--- src/hdl/adsc_pkg.sv ---
package adsc_pkg;
   // register byte offsets on the bus
   localparam logic [7:0] ADDR_CTRL = 8'h00;
   localparam logic [7:0] ADDR_CHSEL = 8'h04;
   localparam logic [7:0] ADDR_TIMING = 8'h08;
   localparam logic [7:0] ADDR_RESULT = 8'h0C;
   localparam logic [7:0] ADDR_INJ = 8'h10;
   localparam logic [7:0] ADDR_STATUS = 8'h14;
   localparam logic [7:0] ADDR_IRQ_STAT = 8'h18;
   localparam logic [7:0] ADDR_IRQ_MASK = 8'h1C;
   localparam logic [7:0] ADDR_DIGIN = 8'h20;
   // control register fields
   localparam int CTRL_START = 0;
   localparam int CTRL_CONT = 1;
   localparam int CTRL_SCAN = 2;
   localparam int CTRL_WAITRD = 3;
   localparam int CTRL_PORTSEL = 4;
   localparam int CTRL_INJ = 5;
   localparam int CTRL_STOP = 6;
   localparam int CTRL_CH_LSB = 8;
   localparam int CTRL_INJCH_LSB = 16;
   // status register fields
   localparam int STAT_BUSY = 0;
   localparam int STAT_CAL = 1;
   localparam int STAT_HOLD = 2;
   localparam int STAT_INJ = 3;
   // interrupt status bits
   localparam int IRQ_DONE = 0;
   localparam int IRQ_OVR = 1;
   localparam int IRQ_INJ = 2;
   localparam int IRQ_W = 3;
   // converter geometry
   localparam int RES_W = 10;
   localparam int CH_W = 5;
   localparam int NCH = 24;
   localparam int GRP_W = 16;
   // timing; the block clock is the cpu clock, so calibration counts it directly
   localparam int CAL_CPU_CYCLES = 40630;
   localparam int CAL_CYCLES = CAL_CPU_CYCLES;
   localparam logic [31:0] TIMING_RESET = 32'h0010_0008;
   // writable bits; start, inject and stop are strobes and read back as zero
   localparam logic [31:0] CTRL_WMASK = 32'h001F_1F1E;
   localparam logic [31:0] CHSEL_WMASK = 32'h00FF_FFFF;
   localparam logic [31:0] CHSEL_RESET = 32'h0000_0001;
   typedef enum logic [4:0] {
      ADSC_CAL = 5'h01,
      ADSC_IDLE = 5'h02,
      ADSC_SAMPLE = 5'h04,
      ADSC_CONV = 5'h08,
      ADSC_HOLD = 5'h10
   } adsc_state_t;
endpackage

--- src/hdl/adsc_top.sv ---
// Local design decisions: the register addresses and the APB interface to the registers.
`timescale 1ns/1ps
module adsc_top #(
   parameter int CAL_LEN = adsc_pkg::CAL_CYCLES
) (
   input wire logic pclk,
   input wire logic presetn,
   input wire logic psel,
   input wire logic penable,
   input wire logic pwrite,
   input wire logic [7:0] paddr,
   input wire logic [31:0] pwdata,
   output logic [31:0] prdata,
   output logic pready,
   output logic pslverr,
   output logic irq,
   output logic [adsc_pkg::CH_W-1:0] mux_sel,
   output logic mux_group,
   output logic sample_en,
   output logic conv_start,
   input wire logic conv_done,
   input wire logic [adsc_pkg::RES_W-1:0] conv_data,
   input wire logic [adsc_pkg::GRP_W-1:0] group0_digital,
   input wire logic [adsc_pkg::GRP_W-1:0] group1_digital,
   output logic cal_run
);
   import adsc_pkg::*;

   adsc_state_t state;
   logic [31:0] ctrl;
   logic [31:0] chsel;
   logic [31:0] timing;
   logic [RES_W-1:0] result;
   logic [CH_W-1:0] result_ch;
   logic result_full;
   logic [RES_W-1:0] temp_buf;
   logic [CH_W-1:0] temp_ch;
   logic [RES_W-1:0] inj_result;
   logic inj_pend;
   logic inj_active;
   logic [IRQ_W-1:0] irq_stat;
   logic [IRQ_W-1:0] irq_mask;
   logic [31:0] cal_cnt;
   logic [15:0] tcnt;
   logic [CH_W-1:0] cur_ch;
   logic wr_acc;
   logic rd_acc;
   logic result_read;
   logic stat_read;
   logic [IRQ_W-1:0] irq_set;
   logic [IRQ_W-1:0] irq_keep;
   logic conv_fin;
   logic [CH_W-1:0] next_ch;
   logic [CH_W-1:0] first_ch;
   logic scan_wrap;
   logic [31:0] next_rdata;

   assign wr_acc = psel & penable & pwrite;
   assign rd_acc = psel & penable & ~pwrite;
   assign result_read = rd_acc & (paddr == ADDR_RESULT);
   assign stat_read = rd_acc & (paddr == ADDR_IRQ_STAT);
   assign conv_fin = (state == ADSC_CONV) & conv_done;

   // next selected channel above the current one, wrapping to lowest
   always_comb begin
      first_ch = '0;
      next_ch = '0;
      scan_wrap = 1'b1;
      for (int i = NCH - 1; i >= 0; i--) begin
         if (chsel[i]) begin
            first_ch = CH_W'(i);
         end
         if (chsel[i] && (i > int'(cur_ch))) begin
            next_ch = CH_W'(i);
            scan_wrap = 1'b0;
         end
      end
      if (scan_wrap) begin
         next_ch = first_ch;
      end
   end

   // calibration counter runs once after reset, never again
   always_ff @(posedge pclk or negedge presetn) begin
      if (!presetn) begin
         cal_cnt <= 32'h0000_0000;
      end else if (state == ADSC_CAL) begin
         cal_cnt <= cal_cnt + 32'h0000_0001;
      end
   end

   // conversion sequencer
   always_ff @(posedge pclk or negedge presetn) begin
      if (!presetn) begin
         state <= ADSC_CAL;
         tcnt <= 16'h0000;
         cur_ch <= '0;
         inj_active <= 1'b0;
      end else begin
         unique case (state)
            ADSC_CAL: begin
               if (cal_cnt >= 32'(CAL_LEN - 1)) begin
                  state <= ADSC_IDLE;
               end
            end
            ADSC_IDLE: begin
               // a start is ignored until calibration is over
               if (wr_acc && paddr == ADDR_CTRL && pwdata[CTRL_START]) begin
                  state <= ADSC_SAMPLE;
                  tcnt <= 16'h0000;
                  // a scan begins at the lowest selected channel
                  cur_ch <= pwdata[CTRL_SCAN] ? first_ch : pwdata[CTRL_CH_LSB +: CH_W];
               end
            end
            ADSC_SAMPLE: begin
               // sample window length programmable
               if (tcnt >= timing[15:0]) begin
                  state <= ADSC_CONV;
                  tcnt <= 16'h0000;
               end else begin
                  tcnt <= tcnt + 16'h0001;
               end
            end
            ADSC_CONV: begin
               if (conv_done && tcnt >= timing[31:16]) begin
                  tcnt <= 16'h0000;
                  if (inj_active) begin
                     inj_active <= 1'b0; // back to the running mode
                     state <= ADSC_SAMPLE;
                  end else if (ctrl[CTRL_CONT] && ctrl[CTRL_WAITRD] && result_full
                               && !result_read) begin
                     state <= ADSC_HOLD;
                  end else begin
                     state <= ADSC_IDLE;
                     if (ctrl[CTRL_SCAN]) begin
                        cur_ch <= next_ch;
                        if (ctrl[CTRL_CONT] || !scan_wrap) begin
                           state <= ADSC_SAMPLE;
                        end
                     end else if (ctrl[CTRL_CONT]) begin
                        state <= ADSC_SAMPLE;
                     end
                     if (ctrl[CTRL_CONT] && inj_pend) begin
                        inj_active <= 1'b1;
                        state <= ADSC_SAMPLE;
                     end
                  end
               end else if (tcnt != 16'hFFFF) begin
                  tcnt <= tcnt + 16'h0001;
               end
            end
            ADSC_HOLD: begin
               // released once software reads the result
               if (result_read) begin
                  state <= ADSC_IDLE;
                  if (ctrl[CTRL_SCAN]) begin
                     cur_ch <= next_ch;
                  end
                  if (ctrl[CTRL_CONT]) begin
                     state <= ADSC_SAMPLE;
                  end
               end
            end
            default: state <= ADSC_IDLE;
         endcase
         if (wr_acc && paddr == ADDR_CTRL && pwdata[CTRL_STOP] && state != ADSC_CAL) begin
            state <= ADSC_IDLE;
            inj_active <= 1'b0;
         end
      end
   end

   // analog front-end drive: one channel at a time
   always_ff @(posedge pclk or negedge presetn) begin
      if (!presetn) begin
         mux_sel <= '0;
         mux_group <= 1'b0;
         sample_en <= 1'b0;
         conv_start <= 1'b0;
         cal_run <= 1'b1;
      end else begin
         mux_sel <= inj_active ? ctrl[CTRL_INJCH_LSB +: CH_W] : cur_ch;
         mux_group <= ctrl[CTRL_PORTSEL];
         sample_en <= (state == ADSC_SAMPLE);
         conv_start <= (state == ADSC_SAMPLE) && (tcnt >= timing[15:0]);
         cal_run <= (state == ADSC_CAL);
      end
   end

   // control registers
   always_ff @(posedge pclk or negedge presetn) begin
      if (!presetn) begin
         ctrl <= 32'h0000_0000;
         chsel <= CHSEL_RESET;
         timing <= TIMING_RESET;
         irq_mask <= '0;
      end else if (wr_acc) begin
         unique case (paddr)
            ADDR_CTRL: ctrl <= pwdata & CTRL_WMASK; // strobes self-clear
            ADDR_CHSEL: chsel <= pwdata & CHSEL_WMASK;
            ADDR_TIMING: timing <= pwdata;
            ADDR_IRQ_MASK: irq_mask <= pwdata[IRQ_W-1:0];
            default: ;
         endcase
      end
   end

   // injection request, latched until its conversion starts
   always_ff @(posedge pclk or negedge presetn) begin
      if (!presetn) begin
         inj_pend <= 1'b0;
      end else if (wr_acc && paddr == ADDR_CTRL && pwdata[CTRL_INJ]) begin
         inj_pend <= 1'b1;
      end else if (inj_active) begin
         inj_pend <= 1'b0;
      end
   end

   // result registers; temp buffer holds a new value during wait-for-read
   always_ff @(posedge pclk or negedge presetn) begin
      if (!presetn) begin
         result <= '0;
         result_ch <= '0;
         result_full <= 1'b0;
         temp_buf <= '0;
         temp_ch <= '0;
         inj_result <= '0;
      end else begin
         if (conv_fin && tcnt >= timing[31:16] && inj_active) begin
            inj_result <= conv_data;
         end else if (conv_fin && tcnt >= timing[31:16] && state != ADSC_HOLD) begin
            if (ctrl[CTRL_CONT] && ctrl[CTRL_WAITRD] && result_full && !result_read) begin
               temp_buf <= conv_data;
               temp_ch <= cur_ch;
            end else begin
               result <= conv_data;
               result_ch <= cur_ch;
               result_full <= 1'b1;
            end
         end else if (state == ADSC_HOLD && result_read) begin
            result <= temp_buf;
            result_ch <= temp_ch;
            result_full <= 1'b1;
         end else if (result_read) begin
            result_full <= 1'b0;
         end
      end
   end

   // interrupt events; set wins over read-clear
   always_comb begin
      irq_set = '0;
      if (conv_fin && tcnt >= timing[31:16]) begin
         if (inj_active) begin
            irq_set[IRQ_INJ] = 1'b1;
         end else begin
            irq_set[IRQ_DONE] = 1'b1;
            if (result_full && !result_read && !ctrl[CTRL_WAITRD]) begin
               irq_set[IRQ_OVR] = 1'b1;
            end
         end
      end
   end

   // a read clears only the bits it returned, so an event that lands in the
   // setup cycle is kept for the next read instead of being lost
   assign irq_keep = stat_read ? (irq_stat & ~prdata[IRQ_W-1:0]) : irq_stat;

   // sticky status and level interrupt
   always_ff @(posedge pclk or negedge presetn) begin
      if (!presetn) begin
         irq_stat <= '0;
         irq <= 1'b0;
      end else begin
         irq_stat <= irq_keep | irq_set;
         irq <= |((irq_keep | irq_set) & irq_mask);
      end
   end

   // read mux; digital view of channel pins stays live
   always_comb begin
      next_rdata = 32'h0000_0000;
      unique case (paddr)
         ADDR_CTRL: next_rdata = ctrl;
         ADDR_CHSEL: next_rdata = chsel;
         ADDR_TIMING: next_rdata = timing;
         ADDR_RESULT: next_rdata = {11'h000, result_ch, 6'h00, result};
         ADDR_INJ: next_rdata = {22'h000000, inj_result};
         ADDR_STATUS: next_rdata = {28'h0000000, inj_active, state == ADSC_HOLD,
                                    state == ADSC_CAL, state != ADSC_IDLE};
         ADDR_IRQ_STAT: next_rdata = {29'h00000000, irq_stat};
         ADDR_IRQ_MASK: next_rdata = {29'h00000000, irq_mask};
         ADDR_DIGIN: next_rdata = {group1_digital, group0_digital};
         default: next_rdata = 32'h0000_0000;
      endcase
   end

   // apb slave: zero-wait, registered answer in the access cycle
   always_ff @(posedge pclk or negedge presetn) begin
      if (!presetn) begin
         prdata <= 32'h0000_0000;
         pready <= 1'b0;
         pslverr <= 1'b0;
      end else begin
         pready <= psel & ~penable;
         pslverr <= psel & ~penable & (paddr > ADDR_DIGIN || paddr[1:0] != 2'b00);
         prdata <= next_rdata;
      end
   end
endmodule

--- config.mk ---
export PLATFORM = sky130hd
export DESIGN_NAME = adsc_top
export DESIGN_NICKNAME = d
export VERILOG_FILES = /design/src/hdl/adsc_pkg.sv /design/src/hdl/adsc_top.sv
export SDC_FILE = /design/constraint.sdc
export NUM_CORES = 1
export LEC_CHECK = 0
export ABC_AREA = 0
export BUFFER_PORTS_ARGS = -buffer_cell sky130_fd_sc_hd__buf_2
export CAP_MARGIN = 0
export CORE_AREA = 4 4 221 223
export CTS_CLUSTER_DIAMETER = 30
export DETAILED_ROUTE_END_ITERATION = 10
export DIE_AREA = 0 0 225 227
export PLACE_DENSITY = 0.42
export SLEW_MARGIN = 20
export SYNTH_ARGS = -nofsm -noshare
export SYNTH_HDL_FRONTEND = slang
export SYNTH_SLANG_ARGS = --single-unit
--- constraint.sdc ---
create_clock -name pclk -period 3 [get_ports pclk]
set_input_delay 0.3 -clock pclk [delete_from_list [all_inputs] [get_ports pclk]]
set_output_delay 0.3 -clock pclk [all_outputs]
set_load 0.005 [all_outputs]
; Word-level counts from Yosys, hierarchy flattened
; Cells that the tools add are included.
; Widths: inputs -> output; s select.
[totals]
ff_bits = 221
out_inout_bits = 44
wordCells = 287
[classes]
n_addsub = 2
n_lt_le_gt_ge = 27
n_eq_ne = 29
n_mux = 122
n_bitwise = 15
n_reduce_logical = 66
[ops]
columns = cell, n
row1 = $mux 5, 69
row2 = $pmux 32 s9, 1
row3 = $mux 16, 4
row4 = $pmux 16 s3, 1
row5 = $gt 4x5->1 const A, 8
row6 = $gt 5x5->1 const A, 8
row7 = $logic_and 1x1->1, 40
row8 = $mux 1, 37
row9 = $add 32x1->32 const B, 1
row10 = $eq 8x5->1 const B, 4
row11 = $ge 16x16->1, 2
row12 = $ge 32x16->1 const B, 1
row13 = $mux 10, 3
row14 = $pmux 5 s5, 1
row15 = $gt 3x5->1 const A, 4
row16 = $add 16x1->16 const B, 1
row17 = $eq 8x4->1 const B, 2
row18 = $ne 16x16->1 const B, 1
row19 = $pmux 5 s3, 1
row20 = $mux 3, 4
row21 = $reduce_and 3->1, 4
row22 = $gt 2x5->1 const A, 2
row23 = $ne 2x2->1 const B, 5
row24 = $reduce_and 2->1, 5
row25 = 29 further kinds, 52

; Longest topological paths before layout
; Gate-level depths: netlist (run 1).
[logic_depth]
word_depth = 35
depth_mapped = 11

; Worst setup path before layout (run 1)
; Ideal clock, no wire load.
[synth_path]
path_kind = reg2reg
from = register timing[20]
to = register inj_result[0]
arrival_time_ps = 2592
required_ps = 2875
slack_ps = 284
path_stages_with_launch = 11
path_buffers = 2
synth_period_minus_slack_ps = 2716
path_cell_list = dfstp_2 > inv_1 > ha_1 > a21o_1 > a2111oi_0 > o31a_1 > o32ai_1 > buf_2 > buf_2 > nand2_1 > mux2_2
[synth_between]
elab_chain_cells = 3
[synth_rtl]
columns = element, line_no
row1 = from (decl), adsc_top.sv:32  ; logic [31:0] timing;
row2 = from (signal assigned), adsc_top.sv:201  ; ADDR_TIMING: timing <= pwdata;
row3 = $ge 16x16->1, adsc_top.sv:229  ; if (conv_fin && tcnt >= timing[31:16] && inj_active) begin
row4 = $logic_and 1x1->1 (2 in series), adsc_top.sv:229
row5 = to (signal assigned), adsc_top.sv:230  ; inj_result <= conv_data;
row6 = to (decl), adsc_top.sv:38  ; logic [RES_W-1:0] inj_result;
; Every way passes these cells.
; A chain may end at the register's enable or synchronous reset.

; Worst setup path in the final report (run 1)
[layout_path]
from = register cur_ch[4]
to = register state[2]
[layout_between]
elab_chain_cells = 35
word_cells_on_any_way = 79
classes_between = order compare (23) / mux (31) / reduce/logical (25)
[layout_rtl]
columns = element, line_no
row1 = from (decl), adsc_top.sv:45  ; logic [CH_W-1:0] cur_ch;
row2 = from (signal assigned), adsc_top.sv:112  ; cur_ch <= pwdata[CTRL_SCAN] ? first_ch : pwdata[CTRL_CH_LSB +: CH_W];
row3 = from (signal assigned), adsc_top.sv:136  ; cur_ch <= next_ch;
row4 = from (signal assigned), adsc_top.sv:157  ; cur_ch <= next_ch;
row5 = $gt 5x5->1, adsc_top.sv:73  ; if (chsel[i] && (i > int'(cur_ch))) begin
row6 = $logic_and 1x1->1, adsc_top.sv:73
row7 = $mux 1 (22 in series), adsc_top.sv:73
row8 = $mux 1 (*), adsc_top.sv:73
row9 = $logic_not 1->1 (*), adsc_top.sv:137  ; if (ctrl[CTRL_CONT] || !scan_wrap) begin
row10 = $logic_or 1x1->1 (*), adsc_top.sv:137
row11 = $mux 3 (*), adsc_top.sv:137
row12 = $mux 5 (*), adsc_top.sv:135  ; if (ctrl[CTRL_SCAN]) begin
row13 = $mux 5 (*), adsc_top.sv:143  ; if (ctrl[CTRL_CONT] && inj_pend) begin
row14 = $mux 5 (*), adsc_top.sv:130  ; end else if (ctrl[CTRL_CONT] && ctrl[CTRL_WAITRD] && result_full
row15 = $mux 5 (*), adsc_top.sv:127  ; if (inj_active) begin
row16 = $mux 5 (*), adsc_top.sv:125  ; if (conv_done && tcnt >= timing[31:16]) begin
row17 = $pmux 5 s5 (*), adsc_top.sv:100  ; unique case (state)
row18 = $mux 5 (*), adsc_top.sv:166  ; if (wr_acc && paddr == ADDR_CTRL && pwdata[CTRL_STOP] && state != ADSC_CAL) begin
row19 = to (signal assigned), adsc_top.sv:103  ; state <= ADSC_IDLE;
row20 = to (signal assigned), adsc_top.sv:129  ; state <= ADSC_SAMPLE;
row21 = to (signal assigned), adsc_top.sv:167  ; state <= ADSC_IDLE;
row22 = to (decl), adsc_top.sv:29  ; adsc_state_t state;
; Every way passes the cells marked *; elsewhere a longest branch is shown, timed or not. The select of a mux whose other input is x is not followed.

==> results of run 1 <==
==> final timing paths <==
path / endpoint / slack (ps) / cells past startpoint
max in group asynchronous: pready / 1790 / 3
min reg2reg: cal_cnt[12] / 470 / 1
min in group asynchronous: prdata[12] / 310 / 2
min: temp_buf[3] / 30 / 2
max reg2reg: state[2] / 140 / 7
max: state[2] / 140 / 7
==> timing repair <==
item / in CTS / in global routing
pin swaps: 1 / 1
resized for setup: 0 / 8
hold endpoints to repair: 129 / 0
hold buffers: 43 / 0
buffers inserted: 1 / 0
setup endpoints to repair: 15 / 41
==> layout make-up <==
type | instances | area, um2 | share of cell area
Inverter | 60 | 225 | 0.0140
Sequential cell | 221 | 5540 | 0.344
Antenna cell | 1 | 2.50 | 0.000155
Clock inverter | 19 | 268 | 0.0166
Timing Repair Buffer | 233 | 1640 | 0.102
Clock buffer | 98 | 1960 | 0.122
Multi-Input combinational cell | 801 | 5700 | 0.354
Tap cell | 607 | 759 | 0.0472
==> cells by family after synthesis <==
| family | count (synthesis) | share of synthesized area |
|---|---|---|
| buffers and inverters | 112 | 0.0390 |
| AO/OA/AOI/OAI | 260 | 0.160 |
| multiplexers | 104 | 0.105 |
| flip-flops | 221 | 0.475 |
| XOR/XNOR | 31 | 0.0233 |
| adder cells (fa/ha/maj) | 36 | 0.0387 |
| AND/OR/NAND/NOR | 370 | 0.158 |
==> sequential cells by signal (all words and copies together) (netlist names), 3 cells and up <==
| register | cells |
|---|---|
| irq_stat | 3 |
| cur_ch | 5 |
| result_ch | 5 |
| chsel | 24 |
| cal_cnt | 32 |
| timing | 32 |
| inj_result | 10 |
| temp_ch | 5 |
| result | 10 |
| irq_mask | 3 |
| mux_sel | 5 |
| state | 5 |
| tcnt | 16 |
| ctrl | 14 |
| temp_buf | 10 |
| prdata | 32 |
==> where the power goes <==
group / switching (mW) / total, mW / internal (mW)
Sequential: 0.166 / 3.26 / 3.09
Clock: 1.98 / 6.86 / 4.89
Combinational: 0.680 / 1.19 / 0.508
==> worst reg2reg max path: cells and delay by family, from the launching register on <==
family,cells,cell delay [ps]
compound gates,4,1200
buf+inv,1,130
simple gates,2,800
flops,1,610
==> synthesized netlist by cell type, types with 5 or more instances <==
| master | number | share of area |
|---|---|---|
| dfrtp_1 | 216 | 0.46 |
| nand2_1 | 153 | 0.049 |
| o21ai_0 | 84 | 0.036 |
| mux2_2 | 75 | 0.073 |
| inv_1 | 60 | 0.019 |
| nor2_1 | 47 | 0.015 |
| ha_1 | 36 | 0.039 |
| clkbuf_1 | 35 | 0.011 |
| nand3_1 | 35 | 0.015 |
| a22o_1 | 26 | 0.020 |
| xnor2_1 | 26 | 0.020 |
| a21oi_1 | 24 | 0.010 |
| nor2b_1 | 22 | 0.012 |
| and3_1 | 20 | 0.011 |
| nor3_1 | 17 | 0.0073 |
| a21o_1 | 16 | 0.010 |
| mux2i_1 | 16 | 0.014 |
| a222oi_1 | 11 | 0.0095 |
| nand4_1 | 11 | 0.0059 |
| nor4_1 | 11 | 0.0059 |
| mux2_4 | 10 | 0.013 |
| a221o_1 | 9 | 0.0077 |
| a221oi_1 | 9 | 0.0068 |
| buf_2 | 9 | 0.0039 |
| o31ai_1 | 9 | 0.0058 |
| nand2b_1 | 8 | 0.0043 |
| a31oi_1 | 6 | 0.0032 |
| o211ai_1 | 6 | 0.0039 |
| a22oi_1 | 5 | 0.0032 |
| a32oi_1 | 5 | 0.0038 |
| buf_1 | 5 | 0.0016 |
| dfstp_2 | 5 | 0.011 |
| xor2_1 | 5 | 0.0038 |
==> routing by layer <==
metal  part of all wire  global-route usage  up-vias
li1                   -                   -     4668
met1               0.45               0.200     4932
met2               0.49               0.258      215
met3              0.043              0.0328       57
met4              0.020              0.0484        4
met5            0.00066                   0        -
==> metrics by stage <==
stage / setup TNS [ps] / cells / area [um2] / hold slack (ps) / setup slack (ps)
after floorplan: 0 / 1134 / 11600 / 4.41 / 284
after global placement: -217 / 1878 / 13400 / 328 / -45.1
after detailed placement: -1090 / 1878 / 13400 / 324 / -116
after CTS: 0 / 2039 / 16100 / 3.86 / 42.3
after global routing: -32.8 / 2039 / 16100 / 13.2 / -11.2
final: 0 / 2040 / 16100 / 27.6 / 140
==> results_dict.tcl, run 1 <==
set metrics [dict create \
    grt_pass1_wl_um 60800 \
    slew_violations 0 \
    cts_buffers 66 \
    yosysUniqueCellTypes 81 \
    status "finished clean" \
    cts_tree "yes" \
    dp_hpwl_um 28700 \
    drt_iter0_drc 592 \
    arrival_ps 3300 \
    hold_viol 0 \
    totalPowerFinal_mw 11.3 \
    syn_area_per_cell_um2 10.3 \
    cp.required_ps 3440 \
    final_cell_mix "dfrtp_1 (214), nand2_1 (153), buf_2 (130)" \
    overflow 0 \
    io_buffers 131 \
    layout.nets 1507 \
    maxCapViolations 0 \
    ys_ff_latch 221 \
    start_util 0.250 \
    dieArea_um2 51100 \
    die_h_um 227 \
    critPathTopFamily "compound AO/OA/AOI/OAI gates" \
    power_leakage_nw 8.00 \
    worstSetupPathType "flop to flop" \
    utilization 0.346 \
    timing.rr.start "cur_ch[4]" \
    p_per_area_nw_per_um2 703 \
    drtPass1Iterations 5 \
    grt_max_degree 76 \
    min_from "conv_data[3]" \
    vias_per_cell 4.84 \
    worst_pin_slew_ps 647 \
    cp_num_buf_inv 1 \
    area_growth_pct 38.2 \
    fillCellCount 4687 \
    cts.sinks 221 \
    synth_area_um2 11600 \
    finalCritPeriodShare 0.953 \
    start_kind "flop" \
    hp-class "input pin to flop" \
    startpoint "cur_ch[4]" \
    min_period_ps 2860 \
    crit_path_max_incr_delay_ps 610 \
    cts.path.max_buffers 3 \
    clkTransAtPathRegs_ps 50 \
    htree_levels 3 \
    syn_inst 1134 \
    async_reset_ff_frac 1.00 \
    cts_root_buffer "clkbuf_16" \
    synthesis.nets 1258 \
    clk-insertion-delay-late_ps 570 \
    crit_chain "inv_1 -> o21ai_0 -> nand4b_1 -> or4_1 -> o311ai_0 -> a41o_1 -> a21oi_1" \
    grt_use_total 0.154 \
    drc 0 \
    grt_pass1_vias 10233 \
    ioPinCount 132 \
    ys_warn_count 0 \
    slew_headroom 0.569 \
    drive_above_1_share 0.290 \
    routed_wl_um 39500 \
    antenna_found_initial 3 \
    seq_area_frac_synth 0.475 \
    fin_worst_skew_ps 27.0 \
    dominantRegCellSynth "dfrtp_1" \
    slowest_stage "dfrtp_1" \
    design.core.area_um2 46600 \
    wl_per_cell_um 19.4 \
    max_freq_mhz 350 \
    peakVddDrop_v 0.000513 \
    end_kind "flop" \
    path_max_fanout 14 \
    final_antenna_net_count 0 \
    final_common_cell "dfrtp_1" \
    via_count 9876 \
    rows 79 \
    fp.dieW_um 225 \
    synth-edff-count 0 \
    final-setup-viol-count 0 \
    gp_congestion 0.877 \
]
Note: power is estimated with default switching activity, not from simulation.
==> run 2: changes to the inputs <==
ABC_AREA = 1   (was 0)
CORE_AREA = 4 4 219 221   (was 4 4 221 223)
DIE_AREA = 0 0 223 225   (was 0 0 225 227)
PLACE_DENSITY = 0.43   (was 0.42)
==> results_dict.tcl, run 2 <==
set metrics [dict create \
    postCtsSetupRepairBufs 0 \
    routed_wl_um 39500 \
    synthesis.nets 1501 \
    reg2reg_depth 16 \
    io_buffers 131 \
    yosys.area_share.simple 0.204 \
    hold_viol 0 \
    grt_pass1_wl_um 62200 \
    p_comb_frac 0.116 \
    drive_above_1_share 0.202 \
    synth_common_cells "nand2_1 (308), dfrtp_1 (216), inv_1 (203)" \
    hp-class "input pin to flop" \
    slew_headroom 0.539 \
    final_cell_area_um2 15700 \
    grt_max_degree 82 \
    hold_slack_ps 24.7 \
    utilization 0.341 \
    cts.path.max_buffers 3 \
    yosys.area_share.xor_xnor 0.0314 \
    fp.dieW_um 223 \
    final_antenna_net_count 0 \
    via_count 10219 \
    start_util 0.248 \
    synth_area_um2 11400 \
    status "finished clean" \
    syn_area_per_cell_um2 8.31 \
    overflow 0 \
    clk-insertion-delay-late_ps 560 \
    ff_latch_area_um2 5540 \
    drt_iter0_drc 454 \
    rsz0062_at_grt "false" \
    slew_violations 0 \
    swShare 0.257 \
    synth-edff-count 0 \
    p_per_area_nw_per_um2 746 \
    area_growth_pct 37.6 \
    seq_area_frac_synth 0.484 \
    gp_congestion 0.851 \
    power.switching_mw 3.02 \
    cts.sinks 221 \
    synth_area_leaders "dfrtp_1 (47%), nand2_1 (10%), inv_1 (6.7%)" \
    p_int_mw 8.72 \
    worst_pin_slew_ps 691 \
    htree_levels 3 \
    path_max_fanout 7 \
    grt_pass1_vias 10900 \
    final_common_cell "nand2_1" \
    ys_ff_latch 221 \
    dieArea_um2 50200 \
    synth.most_common_cell "nand2_1" \
    syn_inst 1377 \
    vias_per_cell 4.50 \
    dp_hpwl_um 28900 \
    synth_top_family_by_area "simple AND/OR/NAND/NOR gates" \
    cp.required_ps 3470 \
    power_frac_seq 0.275 \
    min_period_ps 2730 \
    final_cell_mix "nand2_1 (306), dfrtp_1 (216), inv_1 (202)" \
    cts_buffers 66 \
    design.core.area_um2 46200 \
    peakVddDrop_v 0.000330 \
    antenna_found_initial 1 \
    synth.top_cell.area_share 0.472 \
    yosysUniqueCellTypes 54 \
    arrival_ps 3190 \
    rows 79 \
    layout.nets 1737 \
    cts_root_buffer "clkbuf_16" \
    max_freq_mhz 367 \
    worstSetupPathType "flop to flop" \
    drtPass1Iterations 5 \
    end_kind "flop" \
    synth.area.mux_share 0.00591 \
    fillCellCount 4801 \
    hold_depth 3 \
    dominantRegCellSynth "dfrtp_1" \
    synth_compound_area_frac 0.149 \
    cts_tree "yes" \
    tns_ps 0 \
    ioPinCount 132 \
    clock_power_share 0.608 \
    multi_input_area_um2 4970 \
    placed_area_um2 13100 \
    final-setup-viol-count 0 \
    yosys.area.top_type "dfrtp_1" \
    grt_use_total 0.158 \
    ys_warn_count 0 \
    async_reset_ff_frac 1.00 \
    fin_worst_skew_ps 28.7 \
    synth_adder_area_share 0.0394 \
    finalCritPeriodShare 0.909 \
    wl_per_cell_um 17.4 \
    reg_top3 "cal_cnt x32, prdata x32, timing x32" \
    clkTransAtPathRegs_ps 40 \
    maxCapViolations 0 \
    power_leakage_nw 7.57 \
    start_kind "flop" \
    drc 0 \
    die_h_um 225 \
]
run 2: cell families (layout without fill, tap and decap cells):
kind of cell | after synthesis | count (layout)
simple gates | 532 | 532
compound gates | 285 | 285
buf+inv | 256 | 542
flops | 221 | 221
xor+xnor | 41 | 41
fa+ha+maj | 36 | 36
mux | 6 | 6
other cells | 0 | 1
run 2: path summary, 6_finish.rpt:
check	startpoint	end	slack, ps
min in group asynchronous	presetn	timing[28]	360
max in group asynchronous	presetn	timing[3]	1800
worst min register to register	ctrl[4]	mux_group	470
worst max register to register	tcnt[11]	state[1]	270
worst min-delay path	group0_digital[4]	prdata[4]	20
worst max-delay path	tcnt[11]	state[1]	270
run 2: area by class of cell:
| class | count | area share |
|---|---|---|
| antenna | 1 | 0.000159 |
| clock buffer | 93 | 0.122 |
| clock inverter | 25 | 0.0239 |
| inverter | 218 | 0.0521 |
| multi-input combinational | 900 | 0.315 |
| sequential | 221 | 0.352 |
| tap | 607 | 0.0482 |
| timing repair buffer | 206 | 0.0866 |
run 2: per-layer routing:
metal  part of all wire  wire, um  up-vias  global-route usage
li1                   -         -     5036                   -
met1               0.44     17500     4916               0.198
met2               0.50     19600      200               0.272
met3              0.039      1520       67              0.0307
met4              0.023       901        0              0.0555
met5                  0         0        -                   0
run 2: worst max-delay path, stage by stage (launching register included):
cell      delay, ps
dfrtp_1         410
ha_1            330
inv_1            70
nor3_1          190
nand2_1         150
o21bai_1        230
o311ai_4        120
nand2_2         100
inv_2            80
nor2_1           60
inv_1           130
nand2_2         120
inv_1            90
nand3_1         120
a21oi_4         240
nor2_1           60
a31oi_1         140
run 2: per-stage QoR:
stage | power, mW | cells | setup WS (ps)
finish | 11.7 | 2271 | 274
global route | 12.3 | 2270 | 26.8
CTS | 11.9 | 2270 | 127
detailed placement | 4.58 | 2118 | 133
global placement | 4.59 | 2118 | 169
floorplan | 4.06 | 1377 | 697
run 2: power groups by stage:
| stage | Combinational (mW) | Clock [mW] | Sequential (mW) |
|---|---|---|---|
| 4_1_cts | 1.36 | 7.30 | 3.23 |
| 3_3_place_gp | 1.32 | 0 | 3.27 |
| 5_1_grt | 1.54 | 7.49 | 3.24 |
| 2_1_floorplan | 0.844 | 0 | 3.21 |
| 3_5_place_dp | 1.31 | 0 | 3.27 |
| 6_report | 1.37 | 7.14 | 3.23 |
run 2: repair_timing:
item	4_1_cts	5_1_grt
hold buffers	34	0
endpoints found under the setup margin	0	16
resized for setup	0	10
endpoints found under the hold margin	108	0
==> run 3: changes to the inputs <==
clock period = 2.66 ns   (was 3 ns; I/O delays follow)
==> results_dict.tcl, run 3 (same netlist as run 2, synthesis figures left out) <==
set metrics [dict create \
    path_max_fanout 7 \
    dp_hpwl_um 29200 \
    start_kind "flop" \
    ioPinCount 132 \
    htree_levels 2 \
    post-place-ws_ps -36.7 \
    slew_violations 0 \
    cts_buffers 59 \
    grt_max_degree 72 \
    die_h_um 225 \
    wl_per_cell_um 17.1 \
    vias_per_cell 4.50 \
    clkTransAtPathRegs_ps 40 \
    antenna_found_initial 1 \
    cts.path.max_buffers 3 \
    reg_top3 "cal_cnt x32, prdata x32, timing x32" \
    io_buffers 131 \
    fin_worst_skew_ps 21.4 \
    layout.nets 1792 \
    dieArea_um2 50200 \
    drive_above_1_share 0.223 \
    drc 0 \
    final-setup-viol-count 0 \
    dp_cells 2145 \
    peakVddDrop_v 0.000436 \
    overflow 0 \
    final_cell_mix "nand2_1 (304), dfrtp_1 (214), inv_1 (197)" \
    maxCapViolations 0 \
    cp.required_ps 3130 \
    hp-class "input pin to flop" \
    worst_pin_slew_ps 661 \
    arrival_ps 3000 \
    design.core.area_um2 46200 \
    clk-insertion-delay-late_ps 610 \
    area_growth_pct 41.6 \
    gp_congestion 0.934 \
    power_leakage_nw 7.76 \
    finalCritPeriodShare 0.954 \
    status "finished clean" \
    max_freq_mhz 394 \
    final_common_cell "nand2_1" \
    fp.dieW_um 223 \
    routed_wl_um 39700 \
    fin_cells 2327 \
    cts.sinks 221 \
    via_count 10476 \
    drtPass1Iterations 4 \
    drt_iter0_drc 582 \
    worstSetupPathType "flop to flop" \
    cts_tree "yes" \
    totalPowerFinal_mw 12.9 \
    layout_setup_ws_ps 124 \
    start_util 0.248 \
    rows 79 \
    final_antenna_net_count 0 \
    end_kind "flop" \
    hold_viol 0 \
    grt_pass1_vias 10931 \
    slew_headroom 0.559 \
    p_per_area_nw_per_um2 794 \
    min_period_ps 2540 \
    grt_pass1_wl_um 62500 \
    hold_slack_ps 24.4 \
    cts_root_buffer "clkbuf_16" \
    grt_use_total 0.158 \
]
## run 3: cell count changes in the layout (fill, tap and decap cells not counted), moves of 3 or more
| cell | delta |
|---|---|
| inv_1 | -5 |
| clkbuf_16 | -11 |
| clkinvlp_4 | +3 |
| buf_4 | +28 |
| dlygate4sd3_1 | +31 |
| inv_2 | +3 |
| clkbuf_1 | -6 |
| nand2_2 | +3 |
| clkinv_4 | +3 |
## run 3: metal layers
metal / vias to the layer above / part of all wire / routed length (um) / track usage
met2: 203 / 0.49 / 19300 / 0.271
met3: 53 / 0.037 / 1450 / 0.0289
met1: 5058 / 0.46 / 18200 / 0.205
li1: 5162 / - / - / -
met4: 0 / 0.020 / 790 / 0.0471
met5: - / 0 / 0 / 0
## run 3: final timing paths
kind	endpoint	cells past startpoint	from	slack, ps
max	tcnt[4]	18	timing[25]	120
min	timing[11]	3	pwdata[11]	20
max reg2reg	tcnt[4]	18	timing[25]	120
min reg2reg	mux_group	0	ctrl[4]	450
max in group asynchronous	cur_ch[3]	3	presetn	1560
min in group asynchronous	prdata[24]	2	presetn	220
## run 3: repair_timing
| item | in CTS | in global routing |
|---|---|---|
| hold endpoints to repair | 161 | 0 |
| pin swaps | 0 | 10 |
| endpoints found under the setup margin | 10 | 49 |
| gates resized for setup | 1 | 31 |
| hold buffers | 65 | 0 |
| buffers inserted | 0 | 4 |
## run 3: metrics by stage
step | area [um2] | TNS [ps] | util
2_1_floorplan | 11400 | 0 | -
3_3_place_gp | 13300 | 0 | 0.288
3_5_place_dp | 13300 | -45.1 | 0.288
4_1_cts | 16100 | 0 | 0.348
5_1_grt | 16200 | -1070 | 0.351
6_report | 16200 | 0 | 0.351
## run 3: power breakdown
part | leakage [nW] | switching, mW | total (mW) | internal, mW
logic | 3.81 | 1.07 | 1.75 | 0.677
registers | 2.92 | 0.138 | 3.65 | 3.51
clock network | 1.03 | 2.29 | 7.47 | 5.18
## run 3: cell type report
cell class / count / area [um2]
fill: 4795 / 30000
sequential: 221 / 5540
multi-input combinational: 900 / 5010
timing repair buffer: 268 / 1940
clock buffer: 76 / 1620
inverter: 218 / 826
tap: 607 / 759
clock inverter: 36 / 512
antenna: 1 / 2.50
## run 3: critical path: stages (launching register included)
cell	delay [ps]
dfrtp_1	370
inv_2	80
ha_4	210
a21oi_2	140
nor3_2	60
a211oi_2	210
nor3_1	70
nor2_1	150
o311ai_1	120
buf_4	160
nand2_2	80
inv_4	50
nor2_4	120
nand3_2	70
nand2_2	140
buf_6	150
nor2_1	50
xor2_1	120
nor2_1	50
